### src/spx_pkg.sv
// Shared constants, types and helpers of the serial port data path
package spx_pkg;
  // Receive buffer depth in characters
  localparam int RX_DEPTH = 2;
  // Character size code that selects nine data bits
  localparam logic [2:0] CSZ_NINE = 3'h7;
  // Data bit counts
  localparam logic [3:0] DBITS_BASE = 4'h5;
  localparam logic [3:0] DBITS_EIGHT = 4'h8;
  localparam logic [3:0] DBITS_NINE = 4'h9;
  // Line level while idle
  localparam logic LINE_IDLE = 1'h1;
  // Frame sequencer states, one-hot
  typedef enum logic [4:0] {
    ST_IDLE = 5'h01,
    ST_START = 5'h02,
    ST_DATA = 5'h04,
    ST_PAR = 5'h08,
    ST_STOP = 5'h10
  } spx_state_e;
  // One receive buffer entry with its own status
  typedef struct packed {
    logic ninth;
    logic [7:0] data;
    logic fe;
    logic ovr;
    logic pe;
  } spx_rx_entry_s;
  // Data bits in a frame for a size code
  function automatic logic [3:0] spx_nbits(input logic [2:0] code);
    return (code == CSZ_NINE) ? DBITS_NINE : DBITS_BASE + {2'h0, code[1:0]};
  endfunction : spx_nbits
  // Mask of the valid low data bits
  function automatic logic [7:0] spx_mask(input logic [3:0] n);
    logic [7:0] m;
    m = 8'hff;
    if (n < DBITS_EIGHT)
    begin
      m = 8'hff >> (DBITS_EIGHT - n);
    end
    return m;
  endfunction : spx_mask
endpackage : spx_pkg

### src/spx_link_if.sv
// Signals between the serial port core and its shifters
`timescale 1ns/1ps
interface spx_link_if;
  logic tick_tx;      // Transmit bit strobe
  logic tick_rx;      // Receive sample strobe
  logic [3:0] nbits;  // Data bits per frame
  logic par_en;       // Parity on
  logic par_odd;      // Odd parity
  logic stop2;        // Two stop bits on transmit
  logic tx_load;      // Buffer into shifter
  logic [8:0] tx_word; // Character to send
  logic tx_busy;      // Frame in progress
  logic tx_done;      // Last stop bit gone
  logic tx_line;      // Serial output level
  logic rxd;          // Serial input level
  logic rx_en;        // Receiver on
  logic rx_start;     // Start bit seen
  logic rx_done;      // First stop bit taken
  logic [8:0] rx_word; // Received character
  logic rx_fe;        // Stop bit was low
  logic rx_pe;        // Parity mismatch
  modport ctl (output tick_tx, tick_rx, nbits, par_en, par_odd, stop2, tx_load,
    tx_word, rxd, rx_en, input tx_busy, tx_done, tx_line, rx_start, rx_done,
    rx_word, rx_fe, rx_pe);
  modport tx (input tick_tx, nbits, par_en, par_odd, stop2, tx_load, tx_word,
    output tx_busy, tx_done, tx_line);
  modport rx (input tick_rx, nbits, par_en, par_odd, rxd, rx_en,
    output rx_start, rx_done, rx_word, rx_fe, rx_pe);
endinterface : spx_link_if

### src/spx_core.sv
// Serial port transmit and receive data path, top level
`timescale 1ns/1ps
module spx_core #(
  parameter int RX_DEPTH = spx_pkg::RX_DEPTH
) (
  input wire logic clk_sys_i,
  input wire logic rst_i,
  input wire logic bit_tick_i,
  input wire logic sync_mode_i,
  input wire logic sync_transfer_clock_pin_i,
  input wire logic [2:0] char_size_code_i,
  input wire logic parity_enable_bit_i,
  input wire logic parity_odd_i,
  input wire logic stop2_i,
  input wire logic tx_enable_bit_i,
  input wire logic rx_enable_bit_i,
  input wire logic tx_empty_irq_enable_i,
  input wire logic tx_complete_irq_enable_i,
  input wire logic tx_ninth_bit_i,
  input wire logic tx_write_i,
  input wire logic [7:0] tx_data_i,
  input wire logic tx_complete_clear_i,
  input wire logic tx_complete_irq_ack_i,
  input wire logic rx_read_i,
  input wire logic rxd_i,
  output logic txd_o,
  output logic tx_pin_override_o,
  output logic rx_pin_override_o,
  output logic tx_buffer_empty_flag_o,
  output logic tx_complete_flag_o,
  output logic tx_empty_irq_o,
  output logic tx_complete_irq_o,
  output logic rx_complete_flag_o,
  output logic [7:0] rx_data_o,
  output logic rx_ninth_bit_o,
  output logic frame_error_flag_o,
  output logic overrun_flag_o,
  output logic parity_error_flag_o
);
  localparam int CW = $clog2(RX_DEPTH + 1);
  localparam logic [CW-1:0] FULL = CW'(RX_DEPTH);
  localparam logic [CW-1:0] ONE = CW'(1);

  spx_link_if lk ();

  // Transfer clock pin history for edge detection
  logic tpin_q;
  // Transmit buffer
  logic buf_full;
  logic [8:0] buf_word;
  logic next_buf_full;
  // Transmitter owns the pin
  logic tx_active;
  // Complete flag next value
  logic next_txc;
  // Receive buffer entries and fill level
  spx_pkg::spx_rx_entry_s fifo [RX_DEPTH];
  logic [CW-1:0] count;
  logic [CW-1:0] next_count;
  logic [CW-1:0] wr_slot;
  // Finished frame still in the shift stage
  spx_pkg::spx_rx_entry_s pend;
  logic pend_v;
  logic ovr_pend;
  // Buffer strobes
  logic rd;
  logic push;
  logic flush;

  // Shifters
  spx_tx_shift u_tx (
    .clk_sys_i(clk_sys_i),
    .rst_i(rst_i),
    .lk(lk.tx)
  );

  spx_rx_shift u_rx (
    .clk_sys_i(clk_sys_i),
    .rst_i(rst_i),
    .lk(lk.rx)
  );

  // Frame format; size and parity shared by both directions, stop count used by transmit only
  assign lk.nbits = spx_pkg::spx_nbits(char_size_code_i);
  assign lk.par_en = parity_enable_bit_i;
  assign lk.par_odd = parity_odd_i;
  assign lk.stop2 = stop2_i;

  // Bit strobes; in synchronous mode the pin edges time bits
  // Data changes on the rising edge and is sampled on the falling one
  assign lk.tick_tx = sync_mode_i ? (sync_transfer_clock_pin_i && !tpin_q)
                                  : bit_tick_i;
  assign lk.tick_rx = sync_mode_i ? (!sync_transfer_clock_pin_i && tpin_q)
                                  : bit_tick_i;

  // Receiver reads the pin only while enabled
  assign lk.rx_en = rx_enable_bit_i;
  assign lk.rxd = rx_enable_bit_i ? rxd_i : spx_pkg::LINE_IDLE;

  // Transfer clock pin history
  always_ff @(posedge clk_sys_i)
  begin
    if (rst_i)
    begin
      tpin_q <= 1'h0;
    end
    else
    begin
      tpin_q <= sync_transfer_clock_pin_i;
    end
  end

  // Shifter takes the buffer when idle, also right after a stop bit
  assign lk.tx_load = buf_full && !lk.tx_busy && tx_active;
  assign lk.tx_word = buf_word;

  // Buffer fill: a write fills it, a load empties it
  assign next_buf_full = tx_write_i || (buf_full && !lk.tx_load);

  // Transmit buffer
  always_ff @(posedge clk_sys_i)
  begin
    if (rst_i)
    begin
      buf_full <= 1'h0;
      buf_word <= '0;
    end
    else
    begin
      buf_full <= next_buf_full;
      if (tx_write_i)
      begin
        // Ninth bit is caught with the low byte
        buf_word <= {tx_ninth_bit_i, tx_data_i};
      end
    end
  end

  // Empty flag and its level request
  always_ff @(posedge clk_sys_i)
  begin
    if (rst_i)
    begin
      tx_buffer_empty_flag_o <= 1'h1;
      tx_empty_irq_o <= 1'h0;
    end
    else
    begin
      tx_buffer_empty_flag_o <= !next_buf_full;
      tx_empty_irq_o <= !next_buf_full && tx_empty_irq_enable_i;
    end
  end

  // Set beats both clears in the same cycle
  assign next_txc = (lk.tx_done && !buf_full) ||
                    (tx_complete_flag_o && !tx_complete_clear_i &&
                     !tx_complete_irq_ack_i);

  // Complete flag and its request
  always_ff @(posedge clk_sys_i)
  begin
    if (rst_i)
    begin
      tx_complete_flag_o <= 1'h0;
      tx_complete_irq_o <= 1'h0;
    end
    else
    begin
      tx_complete_flag_o <= next_txc;
      tx_complete_irq_o <= next_txc && tx_complete_irq_enable_i;
    end
  end

  // Pin ownership; a disable waits for pending data
  always_ff @(posedge clk_sys_i)
  begin
    if (rst_i)
    begin
      tx_active <= 1'h0;
    end
    else if (tx_enable_bit_i)
    begin
      tx_active <= 1'h1;
    end
    else if (!buf_full && !lk.tx_busy)
    begin
      tx_active <= 1'h0;
    end
  end

  // Pin drive, high when no frame runs
  always_ff @(posedge clk_sys_i)
  begin
    if (rst_i)
    begin
      txd_o <= spx_pkg::LINE_IDLE;
      tx_pin_override_o <= 1'h0;
      rx_pin_override_o <= 1'h0;
    end
    else
    begin
      txd_o <= tx_active ? lk.tx_line : spx_pkg::LINE_IDLE;
      tx_pin_override_o <= tx_active;
      rx_pin_override_o <= rx_enable_bit_i;
    end
  end

  // Receive buffer strobes; status must be read first
  assign flush = !rx_enable_bit_i;
  assign rd = rx_read_i && (count != '0);
  assign wr_slot = count - (rd ? ONE : '0);
  // Waiting frame moves in as soon as a slot frees
  assign push = pend_v && (wr_slot != FULL);
  assign next_count = flush ? '0 : wr_slot + (push ? ONE : '0);

  // Frame waiting in the shift stage, overrun tracking
  always_ff @(posedge clk_sys_i)
  begin
    if (rst_i || flush)
    begin
      pend <= '0;
      pend_v <= 1'h0;
      ovr_pend <= 1'h0;
    end
    else
    begin
      if (lk.rx_done)
      begin
        // Upper bits cleared for short characters
        pend.data <= lk.rx_word[7:0] & spx_pkg::spx_mask(lk.nbits);
        pend.ninth <= (lk.nbits == spx_pkg::DBITS_NINE) && lk.rx_word[8];
        pend.fe <= lk.rx_fe;
        pend.pe <= lk.rx_pe && parity_enable_bit_i;
        pend.ovr <= 1'h0;
        pend_v <= 1'h1;
      end
      else if (push)
      begin
        pend_v <= 1'h0;
      end
      // Buffer full, one waiting and a new start: data will be lost
      if (lk.rx_start && count == FULL && pend_v)
      begin
        ovr_pend <= 1'h1;
      end
      else if (push)
      begin
        ovr_pend <= 1'h0;
      end
    end
  end

  // Buffer entries; reads shift toward the head
  for (genvar i = 0; i < RX_DEPTH; i++)
  begin : g_ent
    always_ff @(posedge clk_sys_i)
    begin
      if (rst_i || flush)
      begin
        fifo[i] <= '0;
      end
      else if (push && wr_slot == CW'(i))
      begin
        fifo[i] <= '{ninth: pend.ninth, data: pend.data, fe: pend.fe,
                     ovr: ovr_pend, pe: pend.pe};
      end
      else if (rd)
      begin
        if (i + 1 < RX_DEPTH)
        begin
          fifo[i] <= fifo[(i + 1) % RX_DEPTH];
        end
        else
        begin
          fifo[i] <= '0;
        end
      end
    end
  end

  // Fill level and unread data flag
  always_ff @(posedge clk_sys_i)
  begin
    if (rst_i)
    begin
      count <= '0;
      rx_complete_flag_o <= 1'h0;
    end
    else
    begin
      count <= next_count;
      rx_complete_flag_o <= (next_count != '0);
    end
  end

  // Head entry drives the read side straight from its flops
  assign rx_data_o = fifo[0].data;
  assign rx_ninth_bit_o = fifo[0].ninth;
  assign frame_error_flag_o = fifo[0].fe;
  assign overrun_flag_o = fifo[0].ovr;
  assign parity_error_flag_o = fifo[0].pe;
endmodule : spx_core

### src/spx_rx_shift.sv
// Receive shift register and frame sequencer
`timescale 1ns/1ps
module spx_rx_shift (
  input wire logic clk_sys_i,
  input wire logic rst_i,
  spx_link_if.rx lk
);
  spx_pkg::spx_state_e st; // Sequencer state
  logic [8:0] sh;          // Bits taken so far
  logic [3:0] cnt;         // Bit counter
  logic par;               // Running parity

  // Sampler; disabling drops a frame at once
  always_ff @(posedge clk_sys_i)
  begin
    if (rst_i || !lk.rx_en)
    begin
      st <= spx_pkg::ST_IDLE;
      sh <= '0;
      cnt <= '0;
      par <= 1'h0;
      lk.rx_start <= 1'h0;
      lk.rx_done <= 1'h0;
      lk.rx_word <= '0;
      lk.rx_fe <= 1'h0;
      lk.rx_pe <= 1'h0;
    end
    else
    begin
      lk.rx_start <= 1'h0;
      lk.rx_done <= 1'h0;
      case (st)
        spx_pkg::ST_IDLE:
        begin
          // Only a low sample starts a frame
          if (lk.tick_rx && !lk.rxd)
          begin
            lk.rx_start <= 1'h1;
            cnt <= '0;
            par <= lk.par_odd;
            lk.rx_pe <= 1'h0;
            st <= spx_pkg::ST_DATA;
          end
        end
        spx_pkg::ST_DATA:
        begin
          if (lk.tick_rx)
          begin
            // Shift in from the top
            sh <= {lk.rxd, sh[8:1]};
            par <= par ^ lk.rxd;
            cnt <= cnt + 4'h1;
            if (cnt == lk.nbits - 4'h1)
            begin
              st <= lk.par_en ? spx_pkg::ST_PAR : spx_pkg::ST_STOP;
            end
          end
        end
        spx_pkg::ST_PAR:
        begin
          if (lk.tick_rx)
          begin
            lk.rx_pe <= (par != lk.rxd);
            st <= spx_pkg::ST_STOP;
          end
        end
        spx_pkg::ST_STOP:
        begin
          // First stop bit ends the frame, a second is ignored
          if (lk.tick_rx)
          begin
            lk.rx_done <= 1'h1;
            lk.rx_fe <= !lk.rxd;
            lk.rx_word <= sh >> (spx_pkg::DBITS_NINE - lk.nbits);
            st <= spx_pkg::ST_IDLE;
          end
        end
        default:
        begin
          st <= spx_pkg::ST_IDLE;
        end
      endcase
    end
  end
endmodule : spx_rx_shift

### src/spx_tx_shift.sv
// Transmit shift register and frame sequencer
`timescale 1ns/1ps
module spx_tx_shift (
  input wire logic clk_sys_i,
  input wire logic rst_i,
  spx_link_if.tx lk
);
  spx_pkg::spx_state_e st; // Sequencer state
  logic [8:0] sh;          // Bits still to send
  logic [3:0] cnt;         // Bit counter
  logic par;               // Running parity

  assign lk.tx_busy = (st != spx_pkg::ST_IDLE);

  // Frame sequencer, line changes only on a bit strobe
  always_ff @(posedge clk_sys_i)
  begin
    if (rst_i)
    begin
      st <= spx_pkg::ST_IDLE;
      sh <= '0;
      cnt <= '0;
      par <= 1'h0;
      lk.tx_line <= spx_pkg::LINE_IDLE;
      lk.tx_done <= 1'h0;
    end
    else
    begin
      lk.tx_done <= 1'h0;
      case (st)
        spx_pkg::ST_IDLE:
        begin
          // Load when idle; line rests high
          if (lk.tx_load)
          begin
            sh <= lk.tx_word;
            par <= lk.par_odd;
            st <= spx_pkg::ST_START;
          end
        end
        spx_pkg::ST_START:
        begin
          if (lk.tick_tx)
          begin
            // Start bit first
            lk.tx_line <= 1'h0;
            cnt <= '0;
            st <= spx_pkg::ST_DATA;
          end
        end
        spx_pkg::ST_DATA:
        begin
          if (lk.tick_tx)
          begin
            // Least significant bit first
            lk.tx_line <= sh[0];
            par <= par ^ sh[0];
            sh <= {1'h0, sh[8:1]};
            cnt <= cnt + 4'h1;
            if (cnt == lk.nbits - 4'h1)
            begin
              st <= lk.par_en ? spx_pkg::ST_PAR : spx_pkg::ST_STOP;
            end
          end
        end
        spx_pkg::ST_PAR:
        begin
          if (lk.tick_tx)
          begin
            // Parity between last data and first stop
            lk.tx_line <= par;
            st <= spx_pkg::ST_STOP;
          end
        end
        spx_pkg::ST_STOP:
        begin
          if (lk.tick_tx)
          begin
            lk.tx_line <= spx_pkg::LINE_IDLE;
            cnt <= (st == spx_pkg::ST_STOP && cnt >= 4'h8) ? '0 : cnt;
          end
        end
        default:
        begin
          st <= spx_pkg::ST_IDLE;
        end
      endcase
      // Stop bit period counting, apart from the data counter use
      if (st == spx_pkg::ST_PAR || (st == spx_pkg::ST_DATA && lk.tick_tx &&
          cnt == lk.nbits - 4'h1 && !lk.par_en))
      begin
        cnt <= '0;
      end
      if (st == spx_pkg::ST_STOP && lk.tick_tx)
      begin
        cnt <= cnt + 4'h1;
        if (cnt == (lk.stop2 ? 4'h2 : 4'h1))
        begin
          // Whole frame out
          lk.tx_done <= 1'h1;
          cnt <= '0;
          st <= spx_pkg::ST_IDLE;
        end
      end
    end
  end
endmodule : spx_tx_shift
### config.mk
export PLATFORM = sky130hd
export DESIGN_NAME = spx_core
export DESIGN_NICKNAME = d
export VERILOG_FILES = /design/src/spx_pkg.sv /design/src/spx_link_if.sv /design/src/spx_core.sv /design/src/spx_rx_shift.sv /design/src/spx_tx_shift.sv
export SDC_FILE = /design/constraint.sdc
export NUM_CORES = 1
export LEC_CHECK = 0
export BUFFER_PORTS_ARGS = -buffer_cell sky130_fd_sc_hd__buf_2
export CAP_MARGIN = 0
export CORE_MARGIN = 1
export CORE_UTILIZATION = 40
export CTS_CLUSTER_SIZE = 24
export DETAILED_ROUTE_END_ITERATION = 8
export SYNTH_ARGS = -nofsm -noshare
export SYNTH_HDL_FRONTEND = slang
export SYNTH_SLANG_ARGS = --single-unit
### constraint.sdc
create_clock -name clk_sys_i -period 2.3 [get_ports clk_sys_i]
set_clock_uncertainty 0.1 [all_clocks]
set_input_delay 0.115 -clock clk_sys_i [delete_from_list [all_inputs] [get_ports clk_sys_i]]
set_output_delay 0.115 -clock clk_sys_i [all_outputs]
set_load 0.1 [all_outputs]
==> results.sh <==
export IMPL_status="complete, no violations"
export IMPL_synth_compound_area_share=0.158
export IMPL_grt_pass1_wl_um=17900
export IMPL_tightest_slew_ps=680
export IMPL_finalSetupViolCount=0
export IMPL_synthCells=557
export IMPL_synthMuxAreaShare=0.0532
export IMPL_cap_violations=0
export IMPL_viasPerCell=5.08
export IMPL_min_path_type="in -> reg"
export IMPL_r2r_start="count[1]$_SDFF_PP0_"
export IMPL_drt_iter0_drc=208
export IMPL_arrival_ps=2340
export IMPL_synth_nets=594
export IMPL_area_growth_synth_to_final_pct=19.1
export IMPL_fin_nets=660
export IMPL_combPwrFrac=0.098
export IMPL_fp_row_count=40
export IMPL_max_clock_freq_ghz=0.464
export IMPL_async_flop_share=0
export IMPL_cp_max_fo=5
export IMPL_final_cells=796
export IMPL_ff2ff_setup_slack_ps=160
export IMPL_dp_cells=762
export IMPL_critPathKind="in -> reg"
export IMPL_core_area_um2=12300
export IMPL_gp_congestion=0.862
export IMPL_powerDensity_nw_per_um2=661
export IMPL_leakagePower_nw=2.27
export IMPL_vias=4045
export IMPL_clockRootBuffer="clkbuf_16"
export IMPL_synth_fa_ha_area_frac=0.0195
export IMPL_drv_slew=0
export IMPL_grt_overflow=0
export IMPL_ir_drop_mv=0.473
export IMPL_end_kind="flip-flop"
export IMPL_worstSetupStartpointType="input pin"
export IMPL_sequentialPowerShare=0.509
export IMPL_clock_sinks=111
export IMPL_period_share=0.937
export IMPL_die_x_um=115
export IMPL_synth_top_family_by_area="simple AND/OR/NAND/NOR gates"
export IMPL_ys_flop_type="dfxtp_1"
export IMPL_p_int_w=0.00302
export IMPL_clkPwrFrac=0.394
export IMPL_clock_path_buffers=2
export IMPL_drive_gt1_frac=0.158
export IMPL_placed_area_um2=5600
export IMPL_syn_area_um2=5130
export IMPL_relSlewSlack=0.546
export IMPL_syn_avg_cell_area_um2=9.20
export IMPL_whs_ps=80.4
export IMPL_hpwl_um=7600
export IMPL_synth_edf_count=24
export IMPL_design_area_um2=6100
export IMPL_drc=0
export IMPL_synth_simple_area_share=0.236
export IMPL_grt_start_max_net_pins=45
export IMPL_ys_seq_area_frac=0.480
export IMPL_first_global_vias=3903
export IMPL_antenna_found_initial=0
export IMPL_yosysUniqueCellTypes=59
export IMPL_rr_endpoint="fifo[1][11]$_SDFFCE_PP0P_"
export IMPL_hold_viol=0
export IMPL_clk_pin_slew_ps=70
export IMPL_hp_start="parity_odd_i"
export IMPL_cts_tree="done"
export IMPL_cts_max_level=3
export IMPL_min_to="u_tx.par$_SDFFE_PP0P_"
export IMPL_start_util=0.418
export IMPL_rsz0062_at_grt="false"
export IMPL_cts_buffers=9
export IMPL_ant_nets=0
export IMPL_power_w=0.00403
export IMPL_clk_latency_ps=350
export IMPL_switching_share=0.250
export IMPL_period_minus_slack_ps=2160
export IMPL_ios=49
export IMPL_synth_xor_area_frac=0.0171
export IMPL_worstPathRequired_ps=2480
export IMPL_r2r_cells=6
export IMPL_antenna_cells=0
export IMPL_drt_pass1_iterations=5
export IMPL_port_buffers=48
export IMPL_globalRouteTotalUtil=0.171
export IMPL_synth_seq_cells=111
export IMPL_hold_path_depth=5
export IMPL_routedWlPerCell_um=13.1
export IMPL_die_h_um=115
export IMPL_fin_tns_setup_ps=0
export IMPL_dieArea_um2=13300
export IMPL_yosysWarnings=0
export IMPL_switchingPower_w=0.00101
export IMPL_finalWirelength_um=10500
[worst max-delay path by stage]
stage | start | endpoint | depth (start not counted)
after floorplan | count[1]$_SDFF_PP0_ | fifo[0][10]$_DFFE_PP_ | 9
after global placement | count[1]$_SDFF_PP0_ | fifo[0][7]$_DFFE_PP_ | 8
after detailed placement | char_size_code_i[0] | u_tx.cnt[1]$_SDFFE_PP0P_ | 8
after CTS | count[1]$_SDFF_PP0_ | fifo[0][0]$_DFFE_PP_ | 8
after global routing | sync_transfer_clock_pin_i | u_rx.par$_SDFFE_PP0P_ | 8
final | sync_transfer_clock_pin_i | u_rx.par$_SDFFE_PP0P_ | 8
[cell usage after synthesis (3+ instances only)]
master	count	area [um2]
a211oi_1	14	105
a21o_1	3	22.5
a21oi_1	40	200
a22o_1	12	105
a22oi_1	3	22.5
a311oi_1	8	70.1
a31oi_1	4	25.0
and2_1	16	100
buf_2	6	30.0
clkbuf_1	18	67.6
dfxtp_1	87	1740
edfxtp_1	24	721
ha_1	8	100
inv_1	13	48.8
mux2i_1	25	250
nand2_1	57	214
nand2b_1	22	138
nand3_1	14	70.1
nand3b_1	8	60.1
nand4_1	7	43.8
nor2_1	73	274
nor2b_1	9	56.3
nor3_1	11	55.1
nor4_1	7	43.8
o21ai_0	12	60.1
or2_2	3	18.8
or3_1	5	31.3
xnor2_1	5	43.8
xor2_1	5	43.8
[area by class of cell]
cell class | instances | area (um2)
fillers | 1135 | 6160
multi-input cells | 404 | 2500
flip-flops and latches | 111 | 2460
repair buffers | 84 | 581
clock buffers | 9 | 225
well taps | 168 | 210
clock inverters | 7 | 78.8
inverters | 13 | 48.8
[placed cells by master, fill, tap and decap left out, types with 18 or more instances in the layout]
master         instances
a21oi_1               40
buf_2                 48
dfxtp_1               87
dlygate4sd3_1         18
edfxtp_1              24
mux2i_1               25
nand2_1               57
nand2b_1              22
nor2_1                72
[routing by layer]
layer / vias to the layer above / global-route usage / share of wire
met5: - / 0 / 0
li1: 2109 / - / -
met2: 61 / 0.311 / 0.52
met3: 6 / 0.0427 / 0.028
met1: 1869 / 0.193 / 0.44
met4: 0 / 0.0641 / 0.0080
[power groups by stage]
| stage | clock network, W | logic, W | registers [W] |
|---|---|---|---|
| 6_report | 0.00159 | 0.000395 | 0.00205 |
| 3_3_place_gp | 0 | 0.000368 | 0.00210 |
| 5_1_grt | 0.00171 | 0.000431 | 0.00206 |
| 3_5_place_dp | 0 | 0.000373 | 0.00210 |
| 2_1_floorplan | 0 | 0.000187 | 0.00219 |
| 4_1_cts | 0.00163 | 0.000397 | 0.00205 |
[repair_timing]
action | CTS | global route
resized for setup | 0 | 3
hold buffers | 18 | 0
setup endpoints to repair | 0 | 24
buffers inserted | 0 | 0
endpoints found under the hold margin | 17 | 0
[sequential cells by signal (all words and copies together) (netlist names), 2 cells and up]
signal / flops
u_tx.st: 5
u_rx.cnt: 4
count: 2
u_tx.cnt: 4
buf_word: 9
pend: 11
fifo: 24
u_rx.st: 4
u_tx.sh: 9
u_rx.sh: 9
u_rx.lk.rx_word: 9
[per-stage QoR]
stage	worst slack, ps	utilization
5_1_grt	15.3	0.498
3_5_place_dp	37.1	0.457
2_1_floorplan	31.1	-
4_1_cts	62.5	0.497
3_3_place_gp	151	0.457
6_report	144	0.498
[critical path: stages]
cell and delay [ps]:
dlygate4sd3_1 530, buf_2 140, nand3b_1 220, and2_1 240
or3_1 440, and2_1 220, or2_2 310, a21oi_1 110
[kinds of logic (layout without fill, tap and decap cells)]
group           after synthesis  in the layout
mux                          26             26
buf+inv                      42            113
xor+xnor                     10             10
flops                       111            111
fa+ha+maj                     8              8
compound gates              116            116
simple gates                244            244
Power figures use the tool's default switching activity.
